**src/ecl_map.svh**
```systemverilog
// Register indices, field positions, reset values and timing constants
// of the configuration loader.
// Assumes the includer wants plain macros; it defines nothing else.
`ifndef ECL_MAP_SVH
`define ECL_MAP_SVH

// Port register indices; APB byte address is four times the index.
`define ECL_IDX_IO_BASE   9'h020
`define ECL_IDX_INT_NUM   9'h022
`define ECL_IDX_RX_CFG    9'h102
`define ECL_IDX_RX_CTL    9'h104
`define ECL_IDX_TX_CFG    9'h106
`define ECL_IDX_TX_CMD    9'h108
`define ECL_IDX_BUF_CFG   9'h10A
`define ECL_IDX_RSVD_A    9'h10C
`define ECL_IDX_RSVD_B    9'h10E
`define ECL_IDX_RSVD_C    9'h110
`define ECL_IDX_LINE_CTL  9'h112
`define ECL_IDX_SELF_CTL  9'h114
`define ECL_IDX_BUS_CTL   9'h116
`define ECL_IDX_TEST_CTL  9'h118

// Loader status and interrupt register indices.
`define ECL_IDX_STATUS    10'h200
`define ECL_IDX_IRQ_STAT  10'h201
`define ECL_IDX_IRQ_MASK  10'h202

// Default register contents; reserved words come up as zero.
`define ECL_DEF_IO_BASE   16'h0300
`define ECL_DEF_INT_NUM   16'h0004
`define ECL_DEF_RX_CFG    16'h0003
`define ECL_DEF_RX_CTL    16'h0005
`define ECL_DEF_TX_CFG    16'h0007
`define ECL_DEF_TX_CMD    16'h0009
`define ECL_DEF_BUF_CFG   16'h000B
`define ECL_DEF_RSVD      16'h0000
`define ECL_DEF_LINE_CTL  16'h0013
`define ECL_DEF_SELF_CTL  16'h0015
`define ECL_DEF_BUS_CTL   16'h0017
`define ECL_DEF_TEST_CTL  16'h0019

// Field positions.
`define ECL_CTL_RESET     6
`define ECL_CTL_SUSPEND   8
`define ECL_ST_NONSEQ     0
`define ECL_ST_BIG        1
`define ECL_ST_INIT       7
`define ECL_ST_BUSY       8
`define ECL_ST_VALID      10
`define ECL_IRQ_LOADED    0
`define ECL_IRQ_FAILED    1
`define ECL_IRQ_NOMEM     2

// Block header signature in bits 15..13, end marker, read command.
`define ECL_HDR_SIG       3'h5
`define ECL_END_MARK      16'hFFFF
`define ECL_CMD_READ      3'h6
`define ECL_PROBE_BIT     5'h09

// Serial clock timing derived from the bus clock.
`define ECL_PCLK_HZ       250000000
`define ECL_SK_HZ         1000000
`define ECL_SK_HALF       (`ECL_PCLK_HZ / (2 * `ECL_SK_HZ))
`define ECL_SENSE_WAIT    4'h4

`endif

```
**src/ecl_pkg.sv**
```systemverilog
// Types shared by the configuration loader modules.
// Assumes nothing beyond a SystemVerilog compiler.
`default_nettype none
package ecl_pkg;

  // Loader sequencer states, one-hot.
  typedef enum logic [4:0]
  {
    st_sense   = 5'h01,
    st_issue   = 5'h02,
    st_wait    = 5'h04,
    st_idle    = 5'h08,
    st_suspend = 5'h10
  } ecl_state_t;

  // One word read request to the serial engine.
  typedef struct packed
  {
    logic       start;
    logic       probe;
    logic       big;
    logic [7:0] addr;
  } ecl_rd_req_t;

  // One register write from the loader.
  typedef struct packed
  {
    logic        en;
    logic [8:0]  addr;
    logic [15:0] data;
  } ecl_wr_t;

endpackage
`default_nettype wire

```
**src/ecl_sync.sv**
```systemverilog
// Two-flop synchroniser for one level from outside the pclk domain.
// Assumes the input is a slow level; only the second flop is read.
`timescale 1ns/1ps
`default_nettype none
module ecl_sync
(
  // Clock and reset.
  input  wire logic pclk,
  input  wire logic presetn,
  // Level in and out.
  input  wire logic async_in,
  output logic      sync_out
);

  logic meta_q;

  // The first flop only feeds the second one.
  always_ff @(posedge pclk or negedge presetn)
  begin
    if (!presetn)
    begin
      meta_q   <= 1'b0;
      sync_out <= 1'b0;
    end
    else
    begin
      meta_q   <= async_in;
      sync_out <= meta_q;
    end
  end

endmodule // ecl_sync
`default_nettype wire

```
**src/ecl_serial.sv**
```systemverilog
// Serial engine: reads one 16-bit word from a three-wire EEPROM.
// Assumes din is already synchronised and pulled high when undriven.
`timescale 1ns/1ps
`default_nettype none
`include "ecl_map.svh"
module ecl_serial
(
  // Clock and reset.
  input  wire logic                pclk,
  input  wire logic                presetn,
  // Request and answer.
  input  var  ecl_pkg::ecl_rd_req_t req,
  output logic                     done,
  output logic [15:0]              word,
  output logic                     big,
  // Memory pins.
  input  wire logic                din,
  output logic                     cs,
  output logic                     sck,
  output logic                     dout
);

  logic [6:0]  div_q;
  logic [10:0] cmd_q;
  logic [4:0]  bi_q;
  logic        probe_q;
  logic        tick;
  logic [4:0]  cmd_len;
  logic [4:0]  last;

  assign tick    = (div_q == 7'(`ECL_SK_HALF - 1));
  assign cmd_len = big ? 5'h0B : 5'h09;
  assign last    = cmd_len + 5'h10;

  // Half-period divider runs only while selected.
  always_ff @(posedge pclk or negedge presetn)
  begin
    if (!presetn)
      div_q <= 7'h00;
    else if (!cs || tick)
      div_q <= 7'h00;
    else
      div_q <= div_q + 7'h01;
  end

  // Command out on the low phase, data sampled at the falling edge.
  always_ff @(posedge pclk or negedge presetn)
  begin
    if (!presetn)
    begin
      cs <= 1'b0; sck <= 1'b0; dout <= 1'b0; done <= 1'b0;
      big <= 1'b0; probe_q <= 1'b0; bi_q <= 5'h00;
      cmd_q <= 11'h000; word <= 16'h0000;
    end
    else
    begin
      done <= 1'b0;
      if (!cs)
      begin
        if (req.start)
        begin
          cs      <= 1'b1;
          sck     <= 1'b0;
          bi_q    <= 5'h00;
          big     <= req.big;
          probe_q <= req.probe;
          cmd_q   <= req.big ? {`ECL_CMD_READ, req.addr}
                             : {`ECL_CMD_READ, req.addr[5:0], 2'h0};
          dout    <= 1'b1;
        end
      end
      else if (tick)
      begin
        if (!sck)
          sck <= 1'b1;
        else
        begin
          sck <= 1'b0;
          // A large part still takes address bits at the tenth edge,
          // so its undriven output reads high instead of the dummy 0.
          if (probe_q && bi_q == `ECL_PROBE_BIT && din)
            big <= 1'b1;
          if (bi_q > cmd_len)
            word <= {word[14:0], din};
          if (bi_q == last)
          begin
            cs   <= 1'b0;
            dout <= 1'b0;
            done <= 1'b1;
          end
          else
          begin
            bi_q  <= bi_q + 5'h01;
            cmd_q <= {cmd_q[9:0], 1'b0};
            dout  <= ((bi_q + 5'h01) < cmd_len) ? cmd_q[9] : 1'b0;
          end
        end
      end
    end
  end

endmodule // ecl_serial
`default_nettype wire

```
**src/ecl_loader.sv**
```systemverilog
// Reset-time configuration loader with APB register file.
// Assumes an APB master on pclk and a three-wire EEPROM on the pins.
//
// What this block does
// - Sense data-in pin after each restart.
// - High sense: load configuration from memory.
// - Low sense: no read, keep defaults.
// - Base address survives suspend entry and exit.
// - Supports 64 and 256 word parts.
// - Drives select, 1 MHz clock, data out.
// - User data beyond block, software only.
// - Header low byte is byte count.
// - Group header gives count and destination.
// - Word FFFFh means no more words.
// - Header fields: count-1, nine-bit address.
// - Accept only 101X header; LSB picks type.
// - Zero total sets valid, else defaults.
// - First read issues read of word zero.
`timescale 1ns/1ps
`default_nettype none
`include "ecl_map.svh"
module ecl_loader
(
  // Clock and reset.
  input  wire logic        pclk,
  input  wire logic        presetn,
  // APB slave.
  input  wire logic        psel,
  input  wire logic        penable,
  input  wire logic        pwrite,
  input  wire logic [11:0] paddr,
  input  wire logic [31:0] pwdata,
  output logic [31:0]      prdata,
  output logic             pready,
  output logic             pslverr,
  // Configuration memory pins.
  input  wire logic        cfg_mem_serial_in,
  output logic             cfg_mem_select,
  output logic             cfg_mem_serial_clock,
  output logic             cfg_mem_serial_out,
  // Interrupt.
  output logic             irq
);

  localparam int NREG = 14;
  localparam logic [8:0] OFF [NREG] = '{
    `ECL_IDX_IO_BASE, `ECL_IDX_INT_NUM, `ECL_IDX_RX_CFG, `ECL_IDX_RX_CTL,
    `ECL_IDX_TX_CFG, `ECL_IDX_TX_CMD, `ECL_IDX_BUF_CFG, `ECL_IDX_RSVD_A,
    `ECL_IDX_RSVD_B, `ECL_IDX_RSVD_C, `ECL_IDX_LINE_CTL, `ECL_IDX_SELF_CTL,
    `ECL_IDX_BUS_CTL, `ECL_IDX_TEST_CTL};
  localparam logic [15:0] DEF [NREG] = '{
    `ECL_DEF_IO_BASE, `ECL_DEF_INT_NUM, `ECL_DEF_RX_CFG, `ECL_DEF_RX_CTL,
    `ECL_DEF_TX_CFG, `ECL_DEF_TX_CMD, `ECL_DEF_BUF_CFG, `ECL_DEF_RSVD,
    `ECL_DEF_RSVD, `ECL_DEF_RSVD, `ECL_DEF_LINE_CTL, `ECL_DEF_SELF_CTL,
    `ECL_DEF_BUS_CTL, `ECL_DEF_TEST_CTL};

  ecl_pkg::ecl_state_t  state_q;
  ecl_pkg::ecl_rd_req_t req;
  ecl_pkg::ecl_wr_t     ldr_wr_q;
  logic [15:0] reg_q [NREG];
  logic        din_s;
  logic        rd_done;
  logic [15:0] rd_word;
  logic        rd_big;
  logic [3:0]  settle_q;
  logic [7:0]  wa_q;
  logic [7:0]  rem_q;
  logic [7:0]  sum_q;
  logic [4:0]  grp_left_q;
  logic [8:0]  dest_q;
  logic        nonseq_q;
  logic        big_q;
  logic        init_done_flag_q;
  logic        cfg_mem_valid_flag_q;
  logic        restore_q;
  logic        keep_io_q;
  logic        restart_q;
  logic        suspend_q;
  logic [2:0]  irq_stat_q;
  logic [2:0]  irq_mask_q;
  logic [2:0]  ev_d;
  logic        fin_ok_d;
  logic        fin_bad_d;
  logic        fin_none_d;
  logic [31:0] rd_mux;
  logic        hit;
  logic [9:0]  idx;
  logic        wr_acc;
  logic        setup;
  logic        self_wr;
  logic [7:0]  chk_total;

  // APB decoding; every register is one word, index = byte address / 4.
  assign idx    = paddr[11:2];
  assign setup  = psel && !penable;
  assign pready = psel && penable;
  assign wr_acc = psel && penable && pwrite;
  assign self_wr = wr_acc && !suspend_q && idx == {1'b0, `ECL_IDX_SELF_CTL};
  assign chk_total = sum_q + rd_word[15:8];

  // The input pin is foreign to pclk and crosses two flops first.
  ecl_sync u_sync
  (
    .pclk     (pclk),
    .presetn  (presetn),
    .async_in (cfg_mem_serial_in),
    .sync_out (din_s)
  );

  ecl_serial u_serial
  (
    .pclk    (pclk),
    .presetn (presetn),
    .req     (req),
    .done    (rd_done),
    .word    (rd_word),
    .big     (rd_big),
    .din     (din_s),
    .cs      (cfg_mem_select),
    .sck     (cfg_mem_serial_clock),
    .dout    (cfg_mem_serial_out)
  );

  // Read requests always carry a fresh address, so sequential and
  // non-sequential parts behave alike at the cost of command overhead.
  always_comb
  begin
    req.start = (state_q == ecl_pkg::st_issue);
    req.probe = (wa_q == 8'h00);
    req.big   = big_q && (wa_q != 8'h00);
    req.addr  = wa_q;
  end

  // Finish events decoded from the sensed pin or the word just received.
  always_comb
  begin
    fin_ok_d   = 1'b0;
    fin_bad_d  = 1'b0;
    fin_none_d = 1'b0;
    if (state_q == ecl_pkg::st_sense && settle_q == `ECL_SENSE_WAIT)
      fin_none_d = !din_s;
    else if (state_q == ecl_pkg::st_wait && rd_done)
    begin
      if (wa_q == 8'h00)
        fin_none_d = (rd_word[15:13] != `ECL_HDR_SIG);
      else if (rd_word == `ECL_END_MARK)
        fin_bad_d = 1'b1;
      else if (rem_q == 8'h00)
      begin
        fin_ok_d  = (chk_total == 8'h00);
        fin_bad_d = (chk_total != 8'h00);
      end
    end
  end

  // Sequencer: sense, header, groups, checksum.
  always_ff @(posedge pclk or negedge presetn)
  begin
    if (!presetn)
    begin
      state_q <= ecl_pkg::st_sense;
      settle_q <= 4'h0; wa_q <= 8'h00; rem_q <= 8'h00; sum_q <= 8'h00;
      grp_left_q <= 5'h00; dest_q <= 9'h000; nonseq_q <= 1'b0;
      big_q <= 1'b0;
    end
    else if (restart_q)
    begin
      state_q  <= ecl_pkg::st_sense;
      settle_q <= 4'h0;
    end
    else
    begin
      case (state_q)
        ecl_pkg::st_sense:
        begin
          settle_q <= settle_q + 4'h1;
          if (settle_q == `ECL_SENSE_WAIT)
          begin
            wa_q       <= 8'h00;
            grp_left_q <= 5'h00;
            state_q <= din_s ? ecl_pkg::st_issue : ecl_pkg::st_idle;
          end
        end
        ecl_pkg::st_issue:
          state_q <= ecl_pkg::st_wait;
        ecl_pkg::st_wait:
          if (rd_done)
          begin
            wa_q    <= wa_q + 8'h01;
            state_q <= ecl_pkg::st_issue;
            if (wa_q == 8'h00)
            begin
              big_q <= rd_big;
              nonseq_q <= rd_word[8];
              if (fin_none_d)
                state_q <= ecl_pkg::st_idle;
              rem_q <= rd_word[7:0];
              sum_q <= rd_word[15:8] + rd_word[7:0];
            end
            else if (fin_bad_d || fin_ok_d)
              state_q <= ecl_pkg::st_idle;
            else
            begin
              rem_q <= (rem_q < 8'h02) ? 8'h00 : rem_q - 8'h02;
              sum_q <= sum_q + rd_word[15:8] + rd_word[7:0];
              if (grp_left_q == 5'h00)
              begin
                grp_left_q <= {1'b0, rd_word[15:12]} + 5'h01;
                dest_q     <= rd_word[8:0];
              end
              else
              begin
                grp_left_q <= grp_left_q - 5'h01;
                dest_q     <= dest_q + 9'h002;
              end
            end
          end
        ecl_pkg::st_idle:
          if (suspend_q)
            state_q <= ecl_pkg::st_suspend;
        ecl_pkg::st_suspend:
          state_q <= ecl_pkg::st_suspend;
        default:
          state_q <= ecl_pkg::st_idle;
      endcase
    end
  end

  // Loader register writes, one cycle after the data word arrives.
  always_ff @(posedge pclk or negedge presetn)
  begin
    if (!presetn)
      ldr_wr_q <= '0;
    else
    begin
      ldr_wr_q.en   <= state_q == ecl_pkg::st_wait && rd_done &&
                       wa_q != 8'h00 && !fin_bad_d && !fin_ok_d &&
                       rem_q != 8'h00 && grp_left_q != 5'h00;
      ldr_wr_q.addr <= dest_q;
      ldr_wr_q.data <= rd_word;
    end
  end

  // Suspend, software reset and the restore pulse that goes with them.
  always_ff @(posedge pclk or negedge presetn)
  begin
    if (!presetn)
    begin
      suspend_q <= 1'b0; restart_q <= 1'b0;
      restore_q <= 1'b0; keep_io_q <= 1'b0;
    end
    else
    begin
      restart_q <= 1'b0;
      restore_q <= 1'b0;
      keep_io_q <= 1'b0;
      if (suspend_q && wr_acc)
      begin
        suspend_q <= 1'b0;
        restart_q <= 1'b1;
        restore_q <= 1'b1;
        keep_io_q <= 1'b1;
      end
      else if (self_wr && pwdata[`ECL_CTL_SUSPEND])
      begin
        suspend_q <= 1'b1;
        restore_q <= 1'b1;
        keep_io_q <= 1'b1;
      end
      else if (self_wr && pwdata[`ECL_CTL_RESET])
      begin
        restart_q <= 1'b1;
        restore_q <= 1'b1;
      end
      else if (fin_bad_d)
        restore_q <= 1'b1;
    end
  end

  // Port registers; the loader wins over a same-cycle bus write.
  generate
    for (genvar g = 0; g < NREG; g++)
    begin : g_reg
      always_ff @(posedge pclk or negedge presetn)
      begin
        if (!presetn)
          reg_q[g] <= DEF[g];
        else if (restore_q && !(g == 0 && keep_io_q))
          reg_q[g] <= DEF[g];
        else if (ldr_wr_q.en && ldr_wr_q.addr == OFF[g])
          reg_q[g] <= ldr_wr_q.data;
        else if (wr_acc && !suspend_q && idx == {1'b0, OFF[g]})
          reg_q[g] <= pwdata[15:0];
      end
    end
  endgenerate

  // Status flags; a restart clears both until the new pass ends.
  always_ff @(posedge pclk or negedge presetn)
  begin
    if (!presetn)
    begin
      init_done_flag_q     <= 1'b0;
      cfg_mem_valid_flag_q <= 1'b0;
    end
    else if (restart_q)
    begin
      init_done_flag_q     <= 1'b0;
      cfg_mem_valid_flag_q <= 1'b0;
    end
    else
    begin
      if (fin_ok_d || fin_bad_d || fin_none_d)
        init_done_flag_q <= 1'b1;
      if (fin_ok_d)
        cfg_mem_valid_flag_q <= 1'b1;
      else if (fin_bad_d)
        cfg_mem_valid_flag_q <= 1'b0;
    end
  end

  // Sticky interrupt bits; an event in the clearing cycle still sets.
  assign ev_d = {fin_none_d, fin_bad_d, fin_ok_d};
  always_ff @(posedge pclk or negedge presetn)
  begin
    if (!presetn)
    begin
      irq_stat_q <= 3'h0;
      irq_mask_q <= 3'h0;
      irq        <= 1'b0;
    end
    else
    begin
      if (wr_acc && idx == `ECL_IDX_IRQ_STAT)
        irq_stat_q <= (irq_stat_q & ~pwdata[2:0]) | ev_d;
      else
        irq_stat_q <= irq_stat_q | ev_d;
      if (wr_acc && idx == `ECL_IDX_IRQ_MASK)
        irq_mask_q <= pwdata[2:0];
      irq <= |(irq_stat_q & irq_mask_q);
    end
  end

  // Read mux for the setup cycle; unmapped indices answer with an error.
  always_comb
  begin
    rd_mux = 32'h0000_0000;
    hit    = 1'b0;
    for (int i = 0; i < NREG; i++)
      if (idx == {1'b0, OFF[i]})
      begin
        rd_mux = {16'h0000, reg_q[i]};
        hit    = 1'b1;
      end
    if (idx == `ECL_IDX_STATUS)
    begin
      hit = 1'b1;
      rd_mux[`ECL_ST_VALID]  = cfg_mem_valid_flag_q;
      rd_mux[`ECL_ST_INIT]   = init_done_flag_q;
      rd_mux[`ECL_ST_BUSY]   = !(state_q == ecl_pkg::st_idle ||
                                 state_q == ecl_pkg::st_suspend);
      rd_mux[`ECL_ST_NONSEQ] = nonseq_q;
      rd_mux[`ECL_ST_BIG]    = big_q;
    end
    if (idx == `ECL_IDX_IRQ_STAT)
    begin
      hit = 1'b1;
      rd_mux[2:0] = irq_stat_q;
    end
    if (idx == `ECL_IDX_IRQ_MASK)
    begin
      hit = 1'b1;
      rd_mux[2:0] = irq_mask_q;
    end
  end

  // Read data and error are captured in setup, shown in the access cycle.
  always_ff @(posedge pclk or negedge presetn)
  begin
    if (!presetn)
    begin
      prdata  <= 32'h0000_0000;
      pslverr <= 1'b0;
    end
    else if (setup)
    begin
      prdata  <= (hit && !pwrite) ? rd_mux : 32'h0000_0000;
      pslverr <= !hit;
    end
  end

endmodule // ecl_loader
`default_nettype wire

```
**config.mk**
```make
export PLATFORM = sky130hd
export DESIGN_NAME = ecl_loader
export DESIGN_NICKNAME = d
export VERILOG_FILES = /design/src/ecl_pkg.sv /design/src/ecl_sync.sv /design/src/ecl_serial.sv /design/src/ecl_loader.sv
export VERILOG_INCLUDE_DIRS = /design/src
export SDC_FILE = /design/constraint.sdc
export NUM_CORES = 1
export LEC_CHECK = 0
export BUFFER_PORTS_ARGS = -buffer_cell sky130_fd_sc_hd__buf_2
export CAP_MARGIN = 20
export CORE_ASPECT_RATIO = 1.2
export CORE_MARGIN = 2
export CORE_UTILIZATION = 37
export DETAILED_ROUTE_END_ITERATION = 16
export PLACE_DENSITY = 0.49
export RECOVER_POWER = 50
export SKIP_CTS_REPAIR_TIMING = 1
export SLEW_MARGIN = 20
export SYNTH_ARGS = -nofsm -noshare
export SYNTH_HDL_FRONTEND = slang
export SYNTH_SLANG_ARGS = --single-unit
```
**constraint.sdc**
```tcl
create_clock -name pclk -period 4.5 [get_ports pclk]
set_input_delay 0.675 -clock pclk [delete_from_list [all_inputs] [get_ports pclk]]
set_output_delay 0.675 -clock pclk [all_outputs]
set_load 0.05 [all_outputs]
```
==> reports/metrics.yaml <==
run_status:
  outcome: "finished with violations"
  failed_checks: "capacitance limit, slew limit"
logic_synthesis:
  synth_area_sq_mm: 0.0211
  synth_area_leader_cell: "dfrtp_1"
  yosysSeqAreaShare_pct: 44.7
  yosysMostFrequentCell: "dfrtp_1"
  synth_commonest_cells: "346 x dfrtp_1, 339 x nand2_1, 248 x mux2i_1"
  yosysWarningCount: 0
  netlist.area_leader.share_pct: 41.1
  ys.flop_type: "dfrtp_1"
  syn_area_per_cell_sq_um: 9.37
  synth-async-reset-ratio_pct: 100
  netlist_top_cells_area: "dfrtp_1 41%, mux2i_1 12%, nand2_1 6.0%"
  ys_types: 91
  synth-edff-count: 0
  synth-seq-cells: 375
  synth_cells: 2249
timing:
  finalHoldViolations: 0
  timing.final.max_slew_violations: 98
  setup_tns_ns: 0
  fmax_mhz: 273
  rsz0062_at_grt: "no"
  finalSetupViolations: 0
  maxSlewHeadroom_pct: -97.0
  fin_crit_sh_pct: 81.4
  fin_skew_ns: 0.0162
  final.min_clock_period_ns: 3.66
  worst_pin_slew_ns: 2.96
cells_and_area:
  area_growth_pct: 12.7
  drive_gt1_share_pct: 14.0
  final_nets: 2333
  num-fill-cells: 5507
  antenna_cells: 0
drt:
  drtAntennaViolNets: 0
  vias: 17700
  drt_iter0_markers: 1634
  avgRoutedWirePerCell_microns: 25.1
  firstDrtPassIters: 6
  drc: 0
  detail_route.vias_per_cell: 5.88
  routed_wl_microns: 75700
clock_tree:
  clkTransAtPathRegs_ns: 0.06
  clockRootBuffer: "clkbuf_16"
  worstSkewPairLatency_ns: 0.57
  htree_levels: 2
  clkSinkCount: 375
  cts.path.max_buffers: 3
  cts_inserted_buffers: 45
  cts_tree: "built"
placement:
  dpl.hpwl_microns: 51100
  io_buffers: 53
  gp_congestion: 0.864
setup_path:
  cp.arrival_ns: 4.11
  cp.required_ns: 4.94
  critPathLaunchType: "flip-flop"
  critPathCaptureType: "flip-flop"
  crit_type: "reg2reg"
  crit_fanout: 8
power:
  ir_drop_mv: 0.291
  power.density_mw_per_mm2: 319
  finalPower_uw: 7580
  cellLeakagePower_uw: 0.0109
floorplanning:
  die_x_microns: 222
  num_rows: 95
  core_area_sq_mm: 0.0561
  die_y_microns: 265
  die_area_sq_mm: 0.0589
  io_pins: 88
  start_util_pct: 37.6
global_route:
  grt_pass1_vias: 17900
  grt_pass1_wl_microns: 115000
  track_usage_pct: 25.9
  grt_remaining_overflow: 0
  grt_max_degree: 123
  antenna_found_initial: 1
hold_path:
  hold_path_class: "in2reg"
job:
  drv_cap: 1
## final cells by class
type | instances | area (sq um) | share of cell area, %
clock buffers | 68 | 1330 | 5.61
inverters | 32 | 120 | 0.506
well taps | 727 | 910 | 3.83
flip-flops and latches | 375 | 9420 | 39.7
multi-input cells | 1662 | 10800 | 45.6
clock inverters | 13 | 146 | 0.617
repair buffers | 137 | 980 | 4.13
## worst max-delay path, stage by stage, from the launching register on
cell	delay, ns
dfrtp_1	0.51
ha_1	0.30
fa_1	0.41
a211oi_1	0.34
nor2_1	0.11
xor2_1	0.16
nand2_1	0.07
nand2_1	0.06
ha_1	0.35
nand3_1	0.09
o2111ai_1	0.30
a21o_1	0.18
a21oi_1	0.07
xnor2_1	0.27
mux2i_1	0.22
nand3_1	0.09
## per-stage QoR
stage	util (%)	worst slack, ns	hold WS, ns	area [sq um]	cells
floorplan	-	1.28	0.331	21100	2264
global placement	39.7	0.813	0.345	22300	2933
detailed placement	39.7	0.788	0.347	22300	2933
CTS	42.3	0.812	0.177	23800	3014
global route	42.3	0.572	0.186	23700	3014
finish	42.3	0.837	0.211	23700	3014
## placed cells by master (no fill, tap or decap), types with 29 or more instances in the layout
cell and n:
dfstp_2 29, mux2_2 29, o31ai_1 90, buf_4 76, a21oi_1 99, o21ai_1 34, nor2_1 145, o22ai_1 32
buf_2 52, nand3_1 49, nor3_1 33, mux2i_1 248, clkbuf_16 45, inv_1 32, o21ai_0 174, nand2_1 339
dfrtp_1 345
## kinds of logic after synthesis
family	Yosys count	share of synthesized area, %
DFF	375	44.7
AOI/OAI and AO/OA	605	18.6
and+or+nand+nor	706	15.7
other	1	0.0178
buffers and inverters	227	4.69
muxes	277	13.3
adders and majority gates	30	1.85
xor gates and xnor gates	28	1.16
## report_power, final
part	leakage [uW]	switching (uW)	internal, uW
Sequential	0.00511	29.9	3410
Combinational	0.00503	329	124
Clock	0.000732	1480	2210
## routing by layer
metal  vias up  share of wire [%]  track usage (%)  wire length, microns
met5         -              0.017                0                    13
met4         2                5.6             13.4                  4250
met1      8880                 41             32.7                 31400
met3       149                5.1             3.28                  3860
met2       601                 48             43.5                 36200
li1       8079                  -                -                     -
## flip-flops by register name, summed over array words and instances, names as in the netlist, 3 cells and up
register,count
wa_q,8
rem_q,8
dest_q,9
settle_q,4
prdata,16
ldr_wr_q,26
irq_stat_q,3
grp_left_q,5
u_serial.word,16
irq_mask_q,3
state_q,5
sum_q,8
u_serial.bi_q,5
u_serial.div_q,7
u_serial.cmd_q,10
reg_q,224
## path summary, 6_finish.rpt
| path | start | endpoint | slack, ns | cells past startpoint |
|---|---|---|---|---|
| setup reg to reg | u_serial.word[8] | sum_q[7] | 0.84 | 15 |
| hold reg to reg | u_sync.meta_q | u_sync.sync_out | 0.36 | 0 |
| min in group asynchronous | presetn | reg_q[118] | 0.97 | 1 |
| setup / recovery | u_serial.word[8] | sum_q[7] | 0.84 | 15 |
| max in group asynchronous | presetn | reg_q[209] | 1.70 | 1 |
| hold / removal | cfg_mem_serial_in | u_sync.meta_q | 0.21 | 1 |
No activity file was read; power rests on OpenSTA's default activity.
